[config.mk]
export PLATFORM = sky130hd
export DESIGN_NAME = rrs_host_flat
export DESIGN_NICKNAME = d
export VERILOG_FILES = /design/src/core/rrs_pkg.sv /design/src/core/rrs_link_if.sv /design/src/core/rrs_host.sv /design/src/flat_wrapper.sv
export SDC_FILE = /design/constraint.sdc
export NUM_CORES = 1
export LEC_CHECK = 0
export BUFFER_PORTS_ARGS = -buffer_cell sky130_fd_sc_hd__buf_2
export CELL_PAD_IN_SITES_DETAIL_PLACEMENT = 0
export CELL_PAD_IN_SITES_GLOBAL_PLACEMENT = 2
export CORE_UTILIZATION = 36
export DETAILED_ROUTE_END_ITERATION = 10
export PLACE_DENSITY = 0.89
export SKIP_CTS_REPAIR_TIMING = 1
export SYNTH_ARGS = -nofsm -noshare
export SYNTH_HDL_FRONTEND = slang
export SYNTH_SLANG_ARGS = --single-unit
[constraint.sdc]
create_clock -name REF_CLK -period 3.4 [get_ports REF_CLK]
set_input_delay 0.34 -clock REF_CLK [delete_from_list [all_inputs] [get_ports REF_CLK]]
set_output_delay 0.34 -clock REF_CLK [all_outputs]
set_load 0.01 [all_outputs]
[src/core/rrs_pkg.sv]
// constants shared by both ends of the status read-out link
//
// Contract
// - read address selects word, host clocks bits
// - host sends address e9 for status
// - slot 0 is channel-status update flag
// - slots 2,3 report delay state
// - slots 4-6 rate result, slot 7 zero
// - channel-status bit n in slot n+8
// - word frozen once address accepted
// - host reads on update-flag falling edge
// - channel-status field layout of 48 bits
// - host sends address ea for Pc
// - Pc msb first slots 0-15, rest zero
// - host reads on burst-sync falling edge
// - Pc field layout, type in bits 4-0
package rrs_pkg;
    // link word and read addresses
    localparam int WORD_W = 56;
    localparam int CS_W = 48;
    localparam int PC_W = 16;
    localparam int ADDR_W = 8;
    localparam logic [7:0] ADDR_CS = 8'he9;
    localparam logic [7:0] ADDR_PC = 8'hea;
    // slot positions of the channel-status word
    localparam int SLOT_FLAG = 0;
    localparam int SLOT_ERR = 1;
    localparam int SLOT_DLY = 2;
    localparam int SLOT_RATE = 4;
    localparam int SLOT_ZERO = 7;
    localparam int SLOT_CS = 8;
    // channel-status fields (bit position of each)
    localparam int CS_CATEGORY = 8;
    localparam int CS_SOURCE = 16;
    localparam int CS_CHANNEL = 20;
    localparam int CS_RATE = 24;
    localparam int CS_ACCURACY = 28;
    localparam int CS_WORDLEN = 32;
    // Pc fields
    localparam int PC_STREAM = 13;
    localparam int PC_DEPEND = 8;
    localparam int PC_ERROR = 7;
    localparam int PC_TYPE = 0;
    // link timing: half period of the link clock in ref cycles (4 -> 32 ns)
    localparam int REF_PERIOD_NS = 4;
    localparam int LINK_PERIOD_NS = 32;
    localparam int HALF_DIV_DEF = LINK_PERIOD_NS / (2 * REF_PERIOD_NS);
    // controller register map (word index on the plain port)
    localparam int REG_AW = 3;
    localparam logic [2:0] REG_CTRL = 3'h0;
    localparam logic [2:0] REG_STATUS = 3'h1;
    localparam logic [2:0] REG_IRQ_STAT = 3'h2;
    localparam logic [2:0] REG_IRQ_MASK = 3'h3;
    localparam logic [2:0] REG_DATA_LO = 3'h4;
    localparam logic [2:0] REG_DATA_HI = 3'h5;
    // control bits
    localparam int CTRL_START = 0;
    localparam int CTRL_SEL_PC = 1;
    localparam int CTRL_AUTO_CS = 2;
    localparam int CTRL_AUTO_PC = 3;
    // event bits
    localparam int EV_DONE = 0;
    localparam int EV_CS_FALL = 1;
    localparam int EV_PC_FALL = 2;
    localparam int EV_W = 3;
    localparam logic [2:0] CTRL_RST = 3'h0;
    localparam logic [2:0] MASK_RST = 3'h0;
endpackage : rrs_pkg

[src/core/rrs_link_if.sv]
// four-wire serial link between controller and receiver
`timescale 1ns/1ps
interface rrs_link_if;
    logic sclk; // link clock, made by the controller
    logic sel; // low: address phase, high: data phase
    logic din; // address bits to the receiver
    logic dout; // read bits from the receiver
    modport dev (input sclk, input sel, input din, output dout);
    modport host (output sclk, output sel, output din, input dout);
endinterface : rrs_link_if

[src/core/rrs_host.sv]
// controller end: register port, link master, events
//
// The address-and-strobe port was decided locally.
`timescale 1ns/1ps
module rrs_host
    import rrs_pkg::*;
#(
    parameter int HALF_DIV = HALF_DIV_DEF
) (
    // clock, reset, enable
    input wire logic REF_CLK,
    input wire logic RST,
    input wire logic EN,
    // register port
    input wire logic [REG_AW-1:0] ADDR,
    input wire logic [31:0] WDATA,
    input wire logic WR,
    input wire logic RD,
    output logic [31:0] RDATA,
    output logic IRQ,
    // receiver strobes
    input wire logic CS_UPDATE_FLAG,
    input wire logic BURST_SYNC_OUT,
    // link
    rrs_link_if.host LINK
);
    typedef enum logic [3:0] {
        ST_IDLE = 4'b0001,
        ST_ADDR = 4'b0010,
        ST_GAP = 4'b0100,
        ST_DATA = 4'b1000
    } rrs_state_t;

    typedef struct packed {
        rrs_state_t state;
        logic [2:0] ctrl;
        logic [EV_W-1:0] ev;
        logic [EV_W-1:0] mask;
        logic [7:0] div;
        logic [5:0] bcnt;
        logic [ADDR_W-1:0] addr;
        logic [WORD_W-1:0] word;
        logic [WORD_W-1:0] data;
        logic [1:0] dout_s;
        logic cs_p;
        logic pc_p;
        logic sclk;
        logic sel;
        logic din;
        logic irq;
        logic [31:0] rdata;
    } rrs_host_st_t;

    // refuse dividers that the receiver's sync lag or the 8-bit divider cannot serve
    if (HALF_DIV < 4 || HALF_DIV > 255) begin : g_bad_div
        $error("HALF_DIV out of range");
    end

    localparam logic [7:0] DIV_LAST = 8'(HALF_DIV - 1);

    rrs_host_st_t st_q, st_d;
    logic tick, cs_fall, pc_fall, start;
    logic [EV_W-1:0] ev_set;
    logic [ADDR_W-1:0] start_addr;

    assign tick = (st_q.div == DIV_LAST);
    assign cs_fall = st_q.cs_p & ~CS_UPDATE_FLAG;
    assign pc_fall = st_q.pc_p & ~BURST_SYNC_OUT;

    // start sources, explicit write first
    always_comb begin
        start = 1'b0;
        start_addr = ADDR_CS;
        if (WR && ADDR == REG_CTRL && WDATA[CTRL_START]) begin
            start = 1'b1;
            start_addr = WDATA[CTRL_SEL_PC] ? ADDR_PC : ADDR_CS;
        end else if (st_q.ctrl[CTRL_AUTO_CS-1] && cs_fall) begin
            start = 1'b1;
        end else if (st_q.ctrl[CTRL_AUTO_PC-1] && pc_fall) begin
            start = 1'b1;
            start_addr = ADDR_PC;
        end
    end

    // next state
    always_comb begin
        st_d = st_q;
        ev_set = '0;
        ev_set[EV_CS_FALL] = cs_fall;
        ev_set[EV_PC_FALL] = pc_fall;
        st_d.cs_p = CS_UPDATE_FLAG;
        st_d.pc_p = BURST_SYNC_OUT;
        st_d.dout_s = {st_q.dout_s[0], LINK.dout};
        st_d.div = tick ? 8'h00 : st_q.div + 8'h01;
        case (st_q.state)
            ST_IDLE: begin
                st_d.div = 8'h00;
                if (start && st_q.state == ST_IDLE) begin
                    st_d.addr = start_addr;
                    st_d.din = start_addr[0];
                    st_d.bcnt = 6'h00;
                    st_d.state = ST_ADDR;
                end
            end
            ST_ADDR: begin
                // address lsb first, receiver samples on rise
                if (tick) begin
                    st_d.sclk = ~st_q.sclk;
                    if (st_q.sclk) begin
                        st_d.bcnt = st_q.bcnt + 6'h01;
                        st_d.addr = {1'b0, st_q.addr[ADDR_W-1:1]};
                        st_d.din = st_q.addr[1];
                        if (st_q.bcnt == 6'(ADDR_W - 1)) begin
                            st_d.sel = 1'b1;
                            st_d.din = 1'b0;
                            st_d.bcnt = 6'h00;
                            st_d.state = ST_GAP;
                        end
                    end
                end
            end
            ST_GAP: begin
                // one link period for the receiver to load
                if (tick) begin
                    st_d.bcnt = st_q.bcnt + 6'h01;
                    if (st_q.bcnt[0]) begin
                        st_d.bcnt = 6'h00;
                        st_d.state = ST_DATA;
                    end
                end
            end
            ST_DATA: begin
                // sample slot at end of high phase
                if (tick) begin
                    st_d.sclk = ~st_q.sclk;
                    if (st_q.sclk) begin
                        st_d.word[st_q.bcnt] = st_q.dout_s[1];
                        st_d.bcnt = st_q.bcnt + 6'h01;
                        if (st_q.bcnt == 6'(WORD_W - 1)) begin
                            st_d.sel = 1'b0;
                            st_d.data = st_d.word;
                            ev_set[EV_DONE] = 1'b1;
                            st_d.state = ST_IDLE;
                        end
                    end
                end
            end
            default: begin
                st_d.state = ST_IDLE;
                st_d.sclk = 1'b0;
                st_d.sel = 1'b0;
            end
        endcase
        // register writes, set wins over clear
        if (WR) begin
            case (ADDR)
                REG_CTRL: st_d.ctrl = WDATA[3:1];
                REG_IRQ_STAT: st_d.ev = st_q.ev & ~WDATA[EV_W-1:0];
                REG_IRQ_MASK: st_d.mask = WDATA[EV_W-1:0];
                default: st_d.mask = st_d.mask;
            endcase
        end
        st_d.ev = st_d.ev | ev_set;
        st_d.irq = |(st_d.ev & st_d.mask);
        // read data one cycle later, unmapped reads zero
        st_d.rdata = 32'h0;
        if (RD) begin
            case (ADDR)
                REG_CTRL: st_d.rdata = {28'h0, st_q.ctrl, 1'b0};
                REG_STATUS: st_d.rdata = {31'h0, st_q.state != ST_IDLE};
                REG_IRQ_STAT: st_d.rdata = {29'h0, st_q.ev};
                REG_IRQ_MASK: st_d.rdata = {29'h0, st_q.mask};
                REG_DATA_LO: st_d.rdata = st_q.data[31:0];
                REG_DATA_HI: st_d.rdata = {8'h0, st_q.data[WORD_W-1:32]};
                default: st_d.rdata = 32'h0;
            endcase
        end
    end

    // state register
    always_ff @(posedge REF_CLK) begin
        if (RST) begin
            st_q <= '0;
            st_q.state <= ST_IDLE;
            st_q.ctrl <= CTRL_RST;
            st_q.mask <= MASK_RST;
        end else if (EN) begin
            st_q <= st_d;
        end
    end

    assign RDATA = st_q.rdata;
    assign IRQ = st_q.irq;
    assign LINK.sclk = st_q.sclk;
    assign LINK.sel = st_q.sel;
    assign LINK.din = st_q.din;
endmodule : rrs_host

[src/flat_wrapper.sv]
// flat-port wrapper written by rule: the top's interface ports become plain ports
module rrs_host_flat import rrs_pkg::*;
#(
    parameter int HALF_DIV = HALF_DIV_DEF
)
  (REF_CLK, RST, EN, ADDR, WDATA, WR, RD, RDATA, IRQ, CS_UPDATE_FLAG, BURST_SYNC_OUT, LINK_sclk, LINK_sel, LINK_din, LINK_dout);
  rrs_link_if LINK_i ();
  input wire logic REF_CLK;
  input wire logic RST;
  input wire logic EN;
  input wire logic [REG_AW-1:0] ADDR;
  input wire logic [31:0] WDATA;
  input wire logic WR;
  input wire logic RD;
  output logic [31:0] RDATA;
  output logic IRQ;
  input wire logic CS_UPDATE_FLAG;
  input wire logic BURST_SYNC_OUT;
  output wire logic [$bits(LINK_i.sclk)-1:0] LINK_sclk;
  output wire logic [$bits(LINK_i.sel)-1:0] LINK_sel;
  output wire logic [$bits(LINK_i.din)-1:0] LINK_din;
  input wire logic [$bits(LINK_i.dout)-1:0] LINK_dout;
  assign LINK_sclk = LINK_i.sclk;
  assign LINK_sel = LINK_i.sel;
  assign LINK_din = LINK_i.din;
  assign LINK_i.dout = LINK_dout;
  rrs_host #(.HALF_DIV(HALF_DIV)) u_core (.REF_CLK(REF_CLK), .RST(RST), .EN(EN), .ADDR(ADDR), .WDATA(WDATA), .WR(WR), .RD(RD), .RDATA(RDATA), .IRQ(IRQ), .CS_UPDATE_FLAG(CS_UPDATE_FLAG), .BURST_SYNC_OUT(BURST_SYNC_OUT), .LINK(LINK_i));
endmodule
==> implementation parameters, run 1 <==
Parameter                              Value

Run
  Max-cap viol count    0

Clock tree
  H-tree lvl count    4
  Root Buffer Master    clkbuf_16
  Clock sinks    186
  Clock edge transition at the registers on the reported setup and hold paths    0.08 ns
  Buffer levels on the longest clock path    2
  Clock tree from TritonCTS    yes
  Worst-Skew Late Latency    0.44 ns
  TritonCTS Buffers    17

Layout
  Net count, final    1087
  Layout Cell Area excl Fill    9910 um2
  Fraction of final layout cells sized beyond drive strength 1    0.148
  Filler cell count in the final layout    2463
  Synth-to-layout area growth    10.0%
  Count of antenna diodes in the layout    0

Worst setup path
  Depth of the most critical reg-to-reg path    7
  Worst reg2reg startpoint    u_core.st_q[166]
  Critical path peak fanout    21
  R2R Path End    u_core.st_q[136]
  Critical path destination    u_core.st_q[136]
  Crit path arrival time    3.27 ns
  Start point of the critical path    u_core.st_q[166]
  Flop2flop setup slack    0.49 ns
  Kind of end point of the critical path    flip-flop
  Kind of critical path    flip-flop to flip-flop
  Critical path launch point type    flip-flop
  Worst Path Required    3.76 ns

Floorplanning
  Area of the core    24500 um2
  Initial cell density of the core    0.368
  Die Height    160 um
  Std-Cell Rows    57
  Number of placed I/O pins    79
  Die extent in x    160 um
  Full die area    25700 um2

Power and ir drop
  PwrDens    470 nW/um2
  P_leak    3.41 nW
  Net load switching power    1.33 mW
  Part of the power in registers    0.485
  Fraction of power spent switching nets    0.285
  Internal power component    3.33 mW
  Combinational power share    0.086
  Peak supply drop    0.000333 V
  Part of the total power dissipated in the clock network    0.429

STA
  Part of the cycle the worst path needs    0.857
  Setup repair after global routing missed its margin    no
  Max-slew violation count    0
  Hold Fails Final Rpt    0
  Actual slew at the worst max-slew pin    0.857 ns
  Final setup violation count    0
  Summed negative setup slack over all endpoints    0 ns
  Headroom to the max-slew limit    0.429
  Highest achievable clock rate    0.343 GHz
  Final critical path time including I/O delays and setup    2.91 ns
  Clock skew    0.0119 ns

Detailed routing
  Count of nets left with antenna violations after detail routing    0
  TritonRoute pass-1 iters    5
  Wirelength, routed    23100 um
  Final routed wire length divided by cell count    16.8 um
  Via Count    7418
  Routed vias/inst    5.38
  DRC violation count after routing    0
  First DRT Iteration DRCs    563

Logic synthesis
  Post-synthesis instance area    9010 um2
  EDFF count, synth    0
  Post-synth net total    1113
  Share of synthesized flip-flops with an asynchronous set or reset    0
  Top cell type's share of synthesized area    0.413
  Leading post-synthesis cells by cell area    dfxtp_1 41%, mux2i_1 8.0%, nor2_1 6.6%, a211oi_2 4.2%, a21oi_1 4.0%
  Primary FF master, synth    dfxtp_1
  Average footprint of a synthesized cell    8.45 um2
  Post-synth cell types    60
  Post-synth top area cell    dfxtp_1
  Yosys warnings    0
  Portion of the post-synthesis area used by sequential elements    0.413
  Instance count of the mapped netlist    1067
  Total of flip-flops plus latches after synthesis    186

Global route
  Number of antenna violations at the first check in global routing    0
  Total gr overflow    0
  Wire length of the first global-routing pass    37600 um
  Maximum number of pins on one net before global-route repair    100
  All-layer global routing usage    0.182
  Vias in the first global route    6924

Place
  HPWL after detailed placement    15000 um
  RePlAce Congestion    0.775
  Placed Instance Area    9310 um2
  Count of buffers inserted at the top-level ports    50

Worst hold path
  HP Class    input pin to flip-flop

Outcome
  Run status    complete, no violations
[cell usage after synthesis, drive strengths merged, types with 4 or more instances]
master and instances:
or3 5, and2 4, clkbuf 73, a311oi 4
a22o 21, or4b 6, nand3 69, nor3 29
and3 11, dfxtp 186, nor2 159, mux2i 72
nand2b 5, nand4 4, a22oi 32, nor2b 14
inv 6, buf 50, a21oi 72, a211oi 63
nor4b 6, o21ai 63, xor2 5, nand2 62
[metrics by stage]
step	std cells	power, mW	hold slack, ns	utilization	worst slack, ns
2_1_floorplan	1067	2.57	0.428	-	0.887
4_1_cts	1378	4.70	0.128	0.405	0.516
6_report	1378	4.65	0.141	0.405	0.486
5_1_grt	1378	4.83	0.181	0.405	0.347
3_3_place_gp	1346	2.70	0.443	0.381	0.553
3_5_place_dp	1346	2.71	0.446	0.381	0.532
[power groups by stage]
stage               Sequential (mW)  Combinational (mW)  Clock, mW
floorplan                      2.28               0.291          0
global placement               2.31               0.397          0
detailed placement             2.31               0.398          0
CTS                            2.26               0.399       2.05
global route                   2.27               0.439       2.13
finish                         2.26               0.399       2.00
[logic make-up (layout without fill, tap and decap cells)]
kind of cell,after synthesis,after routing,share of synthesized area
AO/OA/AOI/OAI,275,275,0.213
XOR/XNOR,8,8,0.00778
multiplexers,75,75,0.0837
flip-flops,186,186,0.413
buffers and inverters,131,118,0.0737
adder cells (fa/ha/maj),3,3,0.00417
AND/OR/NAND/NOR,389,389,0.205
[how the worst min path moves through the flow]
stage	startpoint	end	slack [ns]	cells after the start
floorplan	u_core.st_q[156]	u_core.st_q[155]	0.43	2
global placement	u_core.st_q[156]	u_core.st_q[155]	0.44	2
detailed placement	u_core.st_q[156]	u_core.st_q[155]	0.45	2
CTS	LINK_dout	u_core.st_d[39]	0.13	3
global route	WDATA[3]	u_core.st_q[182]	0.18	3
finish	LINK_dout	u_core.st_d[39]	0.14	3
[critical path, cell delays in order (launching register included)]
cell	delay [ns]
dfxtp_1	0.41
ha_1	0.25
or4b_1	0.50
or4b_4	0.56
buf_4	0.25
nor2_1	0.54
nand3_1	0.14
a21oi_1	0.18
[flip-flops by register name (all words and copies together) (netlist names)]
register          cells
u_core.LINK.din       1
u_core.IRQ            1
u_core.st_d           1
u_core.LINK.sclk      1
u_core.st_q         149
u_core.LINK.sel       1
u_core.RDATA         32
[cells in the final DEF (no fill, tap or decap), types with 21 or more instances in the layout]
master    synthesis  routed
o21ai_0          62      62
mux2i_1          72      72
nand2_1          62      62
buf_2             9      49
buf_4            35      24
a211oi_2         30      30
a21oi_1          72      71
a22oi_1          32      32
a211oi_1         33      33
a22o_1           21      21
nor3_1           28      28
nor2_1          158     158
nand3_1          68      68
dfxtp_1         186     185
[cell type report]
cell class                      count  area (um2)  share of cell area
Multi-Input combinational cell    750        4630               0.467
Sequential cell                   186        3730               0.376
Timing Repair Buffer               78         517              0.0521
Clock buffer                       17         425              0.0429
Tap cell                          324         405              0.0409
Clock inverter                     15         176              0.0178
Inverter                            8        30.0             0.00303
[layer usage]
| metal | global-route usage | vias to the layer above | routed length (um) |
|---|---|---|---|
| met3 | 0.0270 | 27 | 1010 |
| met1 | 0.257 | 3479 | 11300 |
| met4 | 0.0580 | 0 | 424 |
| met2 | 0.284 | 183 | 10400 |
| met5 | 0 | - | 0 |
| li1 | - | 3729 | - |
Power figures use the tool's default switching activity.
==> inputs of run 2 (changes only) <==
--- a/config.mk
+++ b/config.mk
@@ -10,7 +10,9 @@
 export CELL_PAD_IN_SITES_GLOBAL_PLACEMENT = 2
 export CORE_UTILIZATION = 36
 export DETAILED_ROUTE_END_ITERATION = 10
+export GPL_ROUTABILITY_DRIVEN = 1
 export PLACE_DENSITY = 0.89
+export RECOVER_POWER = 50
 export SKIP_CTS_REPAIR_TIMING = 1
 export SYNTH_ARGS = -nofsm -noshare
 export SYNTH_HDL_FRONTEND = slang
==> implementation parameters, run 2 (synthesis results as in run 1) <==
Parameter                              Value

STA
  Final-layout worst hold slack    0.141 ns (-0.000141 ns)
  Actual slew at the worst max-slew pin    2.33 ns (+1.48 ns)
  Hold Fails Final Rpt    0 (unchanged)
  Highest achievable clock rate    0.337 GHz (-1.9%)
  Clock skew    0.0106 ns (-0.00133 ns)
  Part of the cycle the worst path needs    0.874 (+0.0166)
  Final setup violation count    0 (unchanged)
  Headroom to the max-slew limit    -0.556 (-0.985)
  Max-slew violation count    99 (+99)
  Final critical path time including I/O delays and setup    2.97 ns (+0.0565 ns)
  Summed negative setup slack over all endpoints    0 ns (unchanged)
  Setup repair after global routing missed its margin    no

Detailed routing
  Final routed wire length divided by cell count    16.8 um (+0.18%)
  Count of nets left with antenna violations after detail routing    0 (unchanged)
  Wirelength, routed    23100 um (+0.18%)
  DRC violation count after routing    0 (unchanged)
  First DRT Iteration DRCs    570 (+1.2%)
  Via Count    7392 (-0.35%)
  TritonRoute pass-1 iters    4 (-1)
  Routed vias/inst    5.36 (-0.35%)

Place
  Total placed cells including tap cells    1346 (unchanged)
  RePlAce Congestion    0.775 (unchanged)
  HPWL after detailed placement    15000 um (unchanged)
  Placed Instance Area    9310 um2 (unchanged)
  Count of buffers inserted at the top-level ports    50 (unchanged)

Worst setup path
  Slowest library cell on the worst path    or4b_1
  Critical path launch point type    flip-flop
  Critical path buffer and inverter count    1 (unchanged)
  Kind of critical path    flip-flop to flip-flop
  Kind of end point of the critical path    flip-flop
  Top Family by Delay on Critical Path    simple AND/OR/NAND/NOR gates
  Crit path arrival time    3.29 ns (+0.02 ns)
  Cell-by-cell listing of the critical path    ha_1 -> or4b_1 -> or4b_1 -> buf_4 -> nor2_1 -> nand3_1 -> a21oi_1
  Worst Path Required    3.72 ns (-0.04 ns)
  Critical path peak fanout    21 (unchanged)
  Slowest stage delay, CP    0.60 ns (+0.04 ns)
  Worst path most repeated cell    or4b_1

Clock tree
  Root Buffer Master    clkbuf_16
  TritonCTS Buffers    17 (unchanged)
  Worst-Skew Late Latency    0.44 ns (about the same)
  Clock edge transition at the registers on the reported setup and hold paths    0.08 ns (about the same)
  Clock sinks    186 (unchanged)
  Clock tree from TritonCTS    yes
  Buffer levels on the longest clock path    2 (unchanged)
  H-tree lvl count    4 (unchanged)

Global route
  Wire length of the first global-routing pass    37600 um (unchanged)
  Maximum number of pins on one net before global-route repair    100 (unchanged)
  Vias in the first global route    6924 (unchanged)
  Total gr overflow    0 (unchanged)
  Number of antenna violations at the first check in global routing    0 (unchanged)
  All-layer global routing usage    0.182 (unchanged)

Floorplanning
  Die Height    160 um (unchanged)
  Area of the core    24500 um2 (unchanged)
  Full die area    25700 um2 (unchanged)
  Die extent in x    160 um (unchanged)
  Number of placed I/O pins    79 (unchanged)
  Std-Cell Rows    57 (unchanged)
  Initial cell density of the core    0.368 (unchanged)

Power and ir drop
  P_leak    3.24 nW (-5.0%)
  Peak supply drop    0.000334 V (+0.11%)
  PwrDens    472 nW/um2 (+0.57%)
  Total power consumption of the routed design    4.65 mW (-0.14%)

Layout
  Count of antenna diodes in the layout    0 (unchanged)
  Fraction of final layout cells sized beyond drive strength 1    0.110 (-0.0380)
  Register bank with the most flops    u_core.st_q
  Layout Cell Area excl Fill    9840 um2 (-0.71%)
  Commonest non-fill, non-tap cell in the layout    dfxtp_1
  Commonest cells after routing, fill and taps aside    185 x dfxtp_1, 158 x nor2_1, 72 x mux2i_1
  Synth-to-layout area growth    9.25%
  Net count, final    1087 (unchanged)
  Count of placed standard cells in the final layout, fillers left out    1378 (unchanged)
  Number of flip-flops in the largest register    149 (unchanged)

Outcome
  Violations in the final reports    capacitance limit, slew limit
  Run status    complete, but fails checks

Worst hold path
  HP Class    input pin to flip-flop

Run
  Max-cap viol count    1 (+1)
run 2: cell types whose count changed in the layout (fill, tap and decap cells not counted), moves of 2 or more:
cell | previous run | this run
clkbuf_1 | 0 | 38
buf_2 | 49 | 13
buf_4 | 24 | 21
clkbuf_2 | 0 | 2
run 2: per-layer routing:
layer  global-route usage  up-vias  wire [um]
li1                     -     3729          -
met1                0.257     3464      11400
met2                0.284      172      10300
met3               0.0270       27        982
met4               0.0580        0        419
met5                    0        -          0
run 2: metrics by stage:
| step | util | setup slack (ns) |
|---|---|---|
| after floorplan | - | 0.887 |
| after global placement | 0.381 | 0.553 |
| after detailed placement | 0.381 | 0.532 |
| after CTS | 0.405 | 0.516 |
| after global routing | 0.402 | 0.186 |
| final | 0.402 | 0.429 |
run 2: worst paths after layout:
kind	start	end	slack, ns	cells after the start
setup / recovery	u_core.st_q[166]	u_core.st_q[136]	0.43	7
hold / removal	LINK_dout	u_core.st_d[39]	0.14	3
setup reg to reg	u_core.st_q[166]	u_core.st_q[136]	0.43	7
hold reg to reg	u_core.st_q[156]	u_core.st_q[155]	0.46	2
run 2: area by class of cell:
class | instances | area, um2
well taps | 324 | 405
clock buffers | 17 | 425
flip-flops and latches | 186 | 3730
multi-input cells | 750 | 4620
repair buffers | 78 | 455
fillers | 2491 | 14600
clock inverters | 15 | 176
inverters | 8 | 30.0
run 2: power breakdown:
part           total (mW)  leakage (nW)  internal, mW  switching [mW]
combinational       0.392          1.46         0.120           0.272
sequential           2.26          1.50          2.21          0.0478
clock                2.00         0.286         0.993            1.01
total                4.65          3.24          3.32            1.33
run 2: worst register-to-register path, cell delays in order, from the launching register on:
cell and delay [ns]:
dfxtp_1 0.40, ha_1 0.25, or4b_1 0.50, or4b_1 0.60, buf_4 0.26, nor2_1 0.53, nand3_1 0.14, a21oi_1 0.18
